`src/pcs_pkg.sv`:
```
// shared constants, types and register map for the program counter and call stack
package pcs_pkg;
   // program counter and branch target geometry
   localparam int PCS_PC_W = 13;
   localparam int PCS_LOW_W = 8;
   localparam int PCS_HIGH_W = 5;
   localparam int PCS_TARGET_W = 11;
   localparam int PCS_PAGE_LSB = 3;
   localparam int PCS_PAGE_W = 2;
   localparam int PCS_STACK_DEPTH = 8;

   localparam logic [PCS_PC_W-1:0] PCS_PC_ONE = 13'h0001;
   localparam logic [PCS_PC_W-1:0] PCS_RESET_VECTOR = 13'h0000;
   localparam logic [PCS_PC_W-1:0] PCS_INT_VECTOR = 13'h0004;
   localparam logic [PCS_HIGH_W-1:0] PCS_LATCH_RESET = 5'h00;
   localparam logic [PCS_PAGE_W-1:0] PCS_PAGE_ZERO = 2'h0;

   // register byte addresses on the axi4-lite slave
   localparam int PCS_AXI_ADDR_W = 8;
   localparam logic [PCS_AXI_ADDR_W-1:0] PCS_OFF_PC_LOW_BYTE = 8'h00;
   localparam logic [PCS_AXI_ADDR_W-1:0] PCS_OFF_PC_HIGH_HOLDING_LATCH = 8'h04;
   localparam logic [PCS_AXI_ADDR_W-1:0] PCS_OFF_PC_VALUE = 8'h08;
   localparam logic [1:0] PCS_WORD_BITS = 2'h0;

   // axi response codes
   localparam logic [1:0] PCS_RESP_OKAY = 2'h0;
   localparam logic [1:0] PCS_RESP_SLVERR = 2'h2;
   localparam logic [31:0] PCS_DATA_ZERO = 32'h0000_0000;

   // sequencing command from the instruction decoder and interrupt logic
   typedef enum logic [2:0] {
      PCS_OP_HOLD = 3'b000,
      PCS_OP_ADVANCE = 3'b001,
      PCS_OP_JUMP = 3'b010,
      PCS_OP_CALL = 3'b011,
      PCS_OP_RETURN = 3'b100,
      PCS_OP_EXIT_WITH_LITERAL = 3'b101,
      PCS_OP_INTERRUPT_EXIT = 3'b110,
      PCS_OP_INT_ACK = 3'b111
   } pcs_op_t;

   typedef struct packed {
      pcs_op_t op;
      logic [PCS_TARGET_W-1:0] target;
   } pcs_cmd_t;

   // low byte write issued by the core datapath, e.g. a computed jump
   typedef struct packed {
      logic wr;
      logic [PCS_LOW_W-1:0] data;
   } pcs_low_wr_t;
endpackage
```
`src/pcs_core.sv`:
```
// program counter, high holding latch and circular return stack with axi4-lite register access
`timescale 1ns/1ps
module pcs_core #(
   parameter int STACK_DEPTH = pcs_pkg::PCS_STACK_DEPTH,
   parameter bit PAGE_BITS_USED = 1'b0
) (
   input wire logic clk,
   input wire logic rst,
   // decoder and interrupt side
   input wire pcs_pkg::pcs_cmd_t cmd,
   input wire pcs_pkg::pcs_low_wr_t core_low_wr,
   output logic [pcs_pkg::PCS_PC_W-1:0] pc,
   output logic [pcs_pkg::PCS_HIGH_W-1:0] pc_high_holding_latch,
   // axi4-lite slave
   input wire logic [pcs_pkg::PCS_AXI_ADDR_W-1:0] s_axi_awaddr,
   input wire logic s_axi_awvalid,
   output logic s_axi_awready,
   input wire logic [31:0] s_axi_wdata,
   input wire logic [3:0] s_axi_wstrb,
   input wire logic s_axi_wvalid,
   output logic s_axi_wready,
   output logic [1:0] s_axi_bresp,
   output logic s_axi_bvalid,
   input wire logic s_axi_bready,
   input wire logic [pcs_pkg::PCS_AXI_ADDR_W-1:0] s_axi_araddr,
   input wire logic s_axi_arvalid,
   output logic s_axi_arready,
   output logic [31:0] s_axi_rdata,
   output logic [1:0] s_axi_rresp,
   output logic s_axi_rvalid,
   input wire logic s_axi_rready
);
   import pcs_pkg::*;

   // pointer width; a depth that is not a power of two would break the silent wrap
   localparam int PTR_W = (STACK_DEPTH > 1) ? $clog2(STACK_DEPTH) : 1;
   localparam logic [PTR_W-1:0] PTR_ONE = PTR_W'(1);
   localparam logic [PTR_W-1:0] PTR_ZERO = PTR_W'(0);

   // stack storage, deliberately not mapped on the bus
   logic [PCS_PC_W-1:0] stack [STACK_DEPTH];
   logic [PTR_W-1:0] stack_ptr;

   // write channel holding state
   logic aw_held;
   logic [PCS_AXI_ADDR_W-1:0] aw_addr;
   logic w_held;
   logic [31:0] w_data;
   logic [3:0] w_strb;

   // bus decode and register strobes
   logic wr_commit;
   logic wr_low_hit;
   logic wr_latch_hit;
   logic wr_ok;
   logic sw_low_wr;
   logic sw_latch_wr;
   logic rd_take;
   logic [PCS_AXI_ADDR_W-1:0] rd_word;
   logic [31:0] next_rdata;
   logic [1:0] next_rresp;

   // sequencing datapath
   logic [PCS_PC_W-1:0] next_pc;
   logic [PCS_PC_W-1:0] pc_inc;
   logic [PCS_PC_W-1:0] push_value;
   logic [PCS_PC_W-1:0] pop_value;
   logic [PCS_PC_W-1:0] jump_value;
   logic [PCS_PAGE_W-1:0] page_bits;
   logic [PTR_W-1:0] pop_ptr;
   logic do_push;
   logic do_pop;

   // axi handshakes: one outstanding write and read at a time
   assign s_axi_awready = !aw_held && !s_axi_bvalid;
   assign s_axi_wready = !w_held && !s_axi_bvalid;
   assign s_axi_arready = !s_axi_rvalid;
   assign wr_commit = aw_held && w_held && !s_axi_bvalid;
   assign rd_take = s_axi_arvalid && s_axi_arready;

   // address decode on the held write address; a misaligned offset misses every item
   always_comb begin
      wr_low_hit = 1'b0;
      wr_latch_hit = 1'b0;
      wr_ok = 1'b1;
      case (aw_addr)
         PCS_OFF_PC_LOW_BYTE: begin
            wr_low_hit = 1'b1;
         end
         PCS_OFF_PC_HIGH_HOLDING_LATCH: begin
            wr_latch_hit = 1'b1;
         end
         PCS_OFF_PC_VALUE: begin
            wr_ok = 1'b1; // read-only view, write accepted and dropped
         end
         default: begin
            wr_ok = 1'b0;
         end
      endcase
   end
   // only byte lane 0 carries data; a write with lane 0 off changes nothing
   assign sw_low_wr = wr_commit && wr_low_hit && w_strb[0];
   assign sw_latch_wr = wr_commit && wr_latch_hit && w_strb[0];

   // write address channel capture
   always_ff @(posedge clk) begin
      if (rst) begin
         aw_held <= 1'b0;
         aw_addr <= PCS_OFF_PC_LOW_BYTE;
      end else if (s_axi_awvalid && s_axi_awready) begin
         aw_held <= 1'b1;
         aw_addr <= s_axi_awaddr;
      end else if (wr_commit) begin
         aw_held <= 1'b0;
      end
   end

   // write data channel capture, independent of the address channel
   always_ff @(posedge clk) begin
      if (rst) begin
         w_held <= 1'b0;
         w_data <= PCS_DATA_ZERO;
         w_strb <= 4'h0;
      end else if (s_axi_wvalid && s_axi_wready) begin
         w_held <= 1'b1;
         w_data <= s_axi_wdata;
         w_strb <= s_axi_wstrb;
      end else if (wr_commit) begin
         w_held <= 1'b0;
      end
   end

   // write response; the read-only pc view answers okay and ignores data
   always_ff @(posedge clk) begin
      if (rst) begin
         s_axi_bvalid <= 1'b0;
         s_axi_bresp <= PCS_RESP_OKAY;
      end else if (wr_commit) begin
         s_axi_bvalid <= 1'b1;
         s_axi_bresp <= wr_ok ? PCS_RESP_OKAY : PCS_RESP_SLVERR;
      end else if (s_axi_bready) begin
         s_axi_bvalid <= 1'b0;
      end
   end

   // read channel; stack pointer and entries are never visible here
   assign rd_word = s_axi_araddr;

   // read data selection; anything off the map answers zero with an error
   always_comb begin
      next_rdata = PCS_DATA_ZERO;
      next_rresp = PCS_RESP_OKAY;
      case (rd_word)
         PCS_OFF_PC_LOW_BYTE: begin
            next_rdata = {24'h00_0000, pc[PCS_LOW_W-1:0]};
         end
         PCS_OFF_PC_HIGH_HOLDING_LATCH: begin
            next_rdata = {27'h000_0000, pc_high_holding_latch};
         end
         PCS_OFF_PC_VALUE: begin
            next_rdata = {19'h0_0000, pc};
         end
         default: begin
            next_rdata = PCS_DATA_ZERO;
            next_rresp = PCS_RESP_SLVERR;
         end
      endcase
   end

   // read response register; data is captured once and held until rready
   always_ff @(posedge clk) begin
      if (rst) begin
         s_axi_rvalid <= 1'b0;
         s_axi_rdata <= PCS_DATA_ZERO;
         s_axi_rresp <= PCS_RESP_OKAY;
      end else if (rd_take) begin
         s_axi_rvalid <= 1'b1;
         s_axi_rdata <= next_rdata;
         s_axi_rresp <= next_rresp;
      end else if (s_axi_rready) begin
         s_axi_rvalid <= 1'b0;
      end
   end

   // the latch has one writer, software; stack traffic never touches it
   always_ff @(posedge clk) begin
      if (rst) begin
         pc_high_holding_latch <= PCS_LATCH_RESET;
      end else if (sw_latch_wr) begin
         // page bits are kept as storage so software reads back what it wrote
         pc_high_holding_latch <= w_data[PCS_HIGH_W-1:0];
      end
   end

   // page bits above the 11-bit target; masked off unless PAGE_BITS_USED is set
   always_comb begin
      if (PAGE_BITS_USED) begin
         page_bits = pc_high_holding_latch[PCS_PAGE_LSB +: PCS_PAGE_W];
      end else begin
         page_bits = PCS_PAGE_ZERO;
      end
   end
   assign jump_value = {page_bits, cmd.target};
   assign pc_inc = pc + PCS_PC_ONE;
   assign pop_ptr = stack_ptr - PTR_ONE;
   assign pop_value = stack[pop_ptr];

   // a call returns past itself; an interrupt resumes the instruction it preempted
   always_comb begin
      if (cmd.op == PCS_OP_CALL) begin
         push_value = pc_inc;
      end else begin
         push_value = pc;
      end
   end

   // sequencing decode, computed each cycle from the decoder command
   always_comb begin
      do_push = 1'b0;
      do_pop = 1'b0;
      next_pc = pc;
      case (cmd.op)
         PCS_OP_HOLD: begin
            next_pc = pc;
         end
         PCS_OP_ADVANCE: begin
            next_pc = pc_inc;
         end
         PCS_OP_JUMP: begin
            next_pc = jump_value;
         end
         PCS_OP_CALL: begin
            do_push = 1'b1;
            next_pc = jump_value;
         end
         PCS_OP_RETURN, PCS_OP_EXIT_WITH_LITERAL, PCS_OP_INTERRUPT_EXIT: begin
            do_pop = 1'b1;
            next_pc = pop_value;
         end
         PCS_OP_INT_ACK: begin
            do_push = 1'b1;
            next_pc = PCS_INT_VECTOR;
         end
         default: begin
            next_pc = pc;
         end
      endcase
      // a core write to the low byte takes the upper bits from the latch, no carry
      if (core_low_wr.wr) begin
         next_pc = {pc_high_holding_latch, core_low_wr.data};
      end
      // software wins over the core so a bus write is never silently lost
      if (sw_low_wr) begin
         next_pc = {pc_high_holding_latch, w_data[PCS_LOW_W-1:0]};
      end
   end

   // program counter register
   always_ff @(posedge clk) begin
      if (rst) begin
         pc <= PCS_RESET_VECTOR;
      end else begin
         pc <= next_pc;
      end
   end

   // stack pointer wraps modulo the depth; overflow and underflow go unreported
   always_ff @(posedge clk) begin
      if (rst) begin
         stack_ptr <= PTR_ZERO;
      end else if (do_push) begin
         stack_ptr <= stack_ptr + PTR_ONE;
      end else if (do_pop) begin
         stack_ptr <= pop_ptr;
      end
   end

   // stack entries; a push past the depth overwrites the oldest slot
   always_ff @(posedge clk) begin
      if (rst) begin
         for (int i = 0; i < STACK_DEPTH; i++) begin
            stack[i] <= PCS_RESET_VECTOR;
         end
      end else if (do_push) begin
         stack[stack_ptr] <= push_value;
      end
   end
endmodule

```
`config.mk`:
```
export PLATFORM = sky130hd
export DESIGN_NAME = pcs_core
export DESIGN_NICKNAME = d
export VERILOG_FILES = /design/src/pcs_pkg.sv /design/src/pcs_core.sv
export SDC_FILE = /design/constraint.sdc
export NUM_CORES = 1
export LEC_CHECK = 0
export ABC_AREA = 0
export ABC_CLOCK_PERIOD_IN_PS = 3140
export BUFFER_PORTS_ARGS = -buffer_cell sky130_fd_sc_hd__buf_2
export CAP_MARGIN = 20
export CORE_MARGIN = 2
export CORE_UTILIZATION = 55
export DETAILED_ROUTE_END_ITERATION = 10
export PLACE_DENSITY = 0.79
export RECOVER_POWER = 100
export SLEW_MARGIN = 20
export SYNTH_ARGS = -nofsm -noshare
export SYNTH_HDL_FRONTEND = slang
export SYNTH_SLANG_ARGS = --single-unit
```
`constraint.sdc`:
```
create_clock -name clk -period 3.14 [get_ports clk]
set_clock_uncertainty 0.2 [all_clocks]
set_input_delay 0.314 -clock clk [delete_from_list [all_inputs] [get_ports clk]]
set_output_delay 0.314 -clock clk [all_outputs]
set_load 0.01 [all_outputs]
```
==> out/metrics.csv <==
stage,metric,value,unit
run_status,status,"complete, no violations",
clocking,Root Driver,clkbuf_16,
global_route,initial antenna violation count,0,
detailed_routing,Routed WL per cell,19.0,µm
hold_path,hold path depth,3,
placement,gpl congestion,0.968,
placement,# port buffers,92,
logic_synthesis,Post-Syn Instances,723,
detailed_routing,DR DRC count,0,
logic_synthesis,ys async rst share,0,
clocking,CTS Buf Count,17,
floorplan,CORE AREA,13800,µm²
detailed_routing,Iter 0 DRT Violations,619,
sta,"crit path setup slack, layout",0.322,ns
power_and_ir_drop,PD cells,576,nW/µm²
clocking,clk_lat worst skew,0.43,ns
layout,fin area,8930,µm²
critical_path,Worst R2R Path Depth,6,
clocking,PostCTS Resize Cnt,0,
logic_synthesis,Synth Cell Area,7770,µm²
clocking,# clock sinks,161,
clocking,"Clk pin slew, worst setup/hold paths",0.07,ns
sta,setup TNS,0,ns
sta,Slew headroom,0.431,
global_route,largest net degree at the start of global routing,59,
critical_path,RR Startpoint,pc[0]$_SDFFE_PP0P_,
layout,# nets final,912,
sta,pins over their slew limit,0,
placement,DP HPWL,13.5,mm
logic_synthesis,Yosys warnings,0,
critical_path,worst setup path class,flip-flop to flip-flop,
floorplan,die width,123,µm
sta,FMAX,0.355,GHz
logic_synthesis,Mean Syn Cell Area,10.8,µm²
critical_path,crit path launch,pc[0]$_SDFFE_PP0P_,
hold_path,worst hold path class,input port to flip-flop,
sta,crit path time final,2.82,ns
layout,area grow syn2layout,14.8,%
clocking,H-tree levels,4,
critical_path,"Req. time, crit path",3.09,ns
global_route,first-pass GRT wire length,29.5,mm
logic_synthesis,Main synth FF type,edfxtp_1,
layout,"commonest cells after routing, fill and taps aside","nor2_1, edfxtp_1, nand2_1",
critical_path,Setup crit start kind,flip-flop,
layout,"commonest non-fill, non-tap cell in the layout",nor2_1,
floorplan,Chip Height,123,µm
sta,Slew @ Worst Pin,0.847,ns
detailed_routing,via count,6017,
detailed_routing,Pre-antenna DRT Iters,5,
critical_path,kind of end point of the critical path,flip-flop,
power_and_ir_drop,Max rail drop VDD,396,µV
clocking,CTS tree,built,
placement,Placed Area,8220,µm²
critical_path,Worst Path Arrival,2.77,ns
global_route,vias in the first global route,5842,
layout,share of layout cells above drive strength 1,0.149,
critical_path,"critical path fanouts, max",8,
logic_synthesis,"Seq/Total Area, Yosys",0.549,
detailed_routing,Total Wirelength,19.3,mm
logic_synthesis,Synth cell types,59,
clocking,Setup Buffers After CTS,0,
layout,n_diodes,0,
sta,RSZ-0062 raised after global routing,no,
hold_path,hold path endpoint,stack_ptr[1]$_SDFFE_PP0P_,
floorplan,io pins,141,
logic_synthesis,#FFs+latches synth,161,
hold_path,hold_sp,cmd[11],
global_route,grt ovf,0,
sta,setup violators final,0,
sta,Final period util,0.898,
job,Max Cap Viol,0,
detailed_routing,vias per cell,5.90,
critical_path,reg2reg setup slack,0.32,ns
detailed_routing,Final ANT Viol Nets,0,
floorplan,site row count,43,
sta,endpoints failing hold,0,
clocking,clk buf depth,2,
placement,Setup WS pre-CTS,0.392,ns
floorplan,die area,15100,µm²
logic_synthesis,Post-synth EDFFs,104,
global_route,gr usage total,0.261,
critical_path,RR Endpoint,stack[3][12]$_SDFFCE_PN0P_,
floorplan,Initial Util,0.562,
power_and_ir_drop,Lkg Pwr,3.22,nW
kinds of logic (layout without fill, tap and decap cells):
group,count (synthesis),count (layout),share of synthesized area
AO/OA/AOI/OAI,113,113,0.0943
XOR/XNOR,24,24,0.0280
adder cells (fa/ha/maj),3,3,0.00483
buffers and inverters,87,183,0.0703
flip-flops,161,161,0.549
multiplexers,33,33,0.0848
other,1,21,0.000482
AND/OR/NAND/NOR,301,301,0.169
through the flow:
stage           util  std cells  power [mW]  hold slack, ns
2_1_floorplan      -        743        2.94           0.212
3_3_place_gp   0.594        966        3.08           0.237
3_5_place_dp   0.594        966        3.10           0.246
4_1_cts        0.652       1019        5.14          0.0153
5_1_grt        0.646       1019        5.27          0.0377
6_report       0.646       1019        5.14          0.0272
Yosys cell counts (2+ instances only):
cell	n	area share
a211oi_1	8	0.0077
a21oi_1	52	0.033
a221oi_1	3	0.0034
a22o_1	5	0.0056
a22oi_1	8	0.0077
a31oi_1	3	0.0024
and2_1	5	0.0040
and3_1	2	0.0016
and3b_1	2	0.0023
buf_1	2	0.00097
buf_2	9	0.0058
buf_4	28	0.027
buf_6	3	0.0043
clkbuf_1	18	0.0087
clkbuf_8	8	0.014
dfxtp_1	57	0.15
edfxtp_1	104	0.40
ha_1	3	0.0048
inv_1	18	0.0087
mux2i_1	7	0.0090
mux4_2	25	0.072
nand2_1	84	0.041
nand2b_1	3	0.0024
nand3_1	23	0.015
nand3b_1	3	0.0029
nand4_1	7	0.0056
nor2_1	140	0.068
nor2b_1	6	0.0048
nor3_1	11	0.0071
nor4_1	6	0.0048
o211ai_1	5	0.0048
o21a_1	2	0.0019
o21ai_0	8	0.0052
o221ai_1	2	0.0023
o22ai_1	5	0.0040
o41ai_1	3	0.0034
or4_1	2	0.0019
xnor2_1	17	0.019
xor2_1	6	0.0068
power by group:
part / leakage [nW] / internal (mW) / total [mW] / switching (mW)
logic: 1.41 / 0.275 / 0.659 / 0.384
clock network: 0.270 / 1.18 / 2.05 / 0.875
registers: 1.54 / 2.34 / 2.43 / 0.0835
sequential cells by signal, indices dropped and copies added, names as in the netlist, 3 cells and up:
register / count
stack: 104
aw_addr: 8
pc_high_holding_latch: 5
stack_ptr: 3
pc: 13
w_data: 8
s_axi_rdata: 13
how the worst max path moves through the flow:
stage	endpoint	slack, ns	cells after the start
final	stack[3][12]$_SDFFCE_PN0P_	0.32	6
after global routing	stack[3][12]$_SDFFCE_PN0P_	0.07	6
after CTS	stack[3][12]$_SDFFCE_PN0P_	0.39	6
after detailed placement	stack[3][12]$_SDFFCE_PN0P_	0.39	6
after global placement	stack[4][12]$_SDFFCE_PN0P_	0.53	6
after floorplan	pc[9]$_SDFFE_PP0P_	0.59	10
area by class of cell:
| cell class | instances | area [µm²] |
|---|---|---|
| inverter | 18 | 67.6 |
| sequential | 161 | 4270 |
| clock buffer | 17 | 425 |
| timing repair buffer | 134 | 752 |
| tap | 180 | 225 |
| fill | 1085 | 4900 |
| clock inverter | 14 | 153 |
| multi-input combinational | 495 | 3040 |
critical path: stages (launching register included):
cell     delay (ns)
dfxtp_1        0.51
ha_1           0.35
nand4_1        0.22
nor4_1         0.41
nand3_1        0.15
xor2_1         0.57
nor2_1         0.12
routing by layer:
metal | vias to the layer above | wire length (µm) | global-route usage
li1 | 2750 | - | -
met1 | 2895 | 7670 | 0.313
met2 | 332 | 9630 | 0.450
met3 | 40 | 1550 | 0.0576
met4 | 0 | 464 | 0.116
met5 | - | 0 | 0
what timing repair did:
| action | in CTS | in global routing |
|---|---|---|
| endpoints found under the hold margin | 21 | 0 |
| hold buffers | 22 | 0 |
| setup endpoints to repair | 0 | 0 |
No activity file was read; power rests on OpenSTA's default activity.
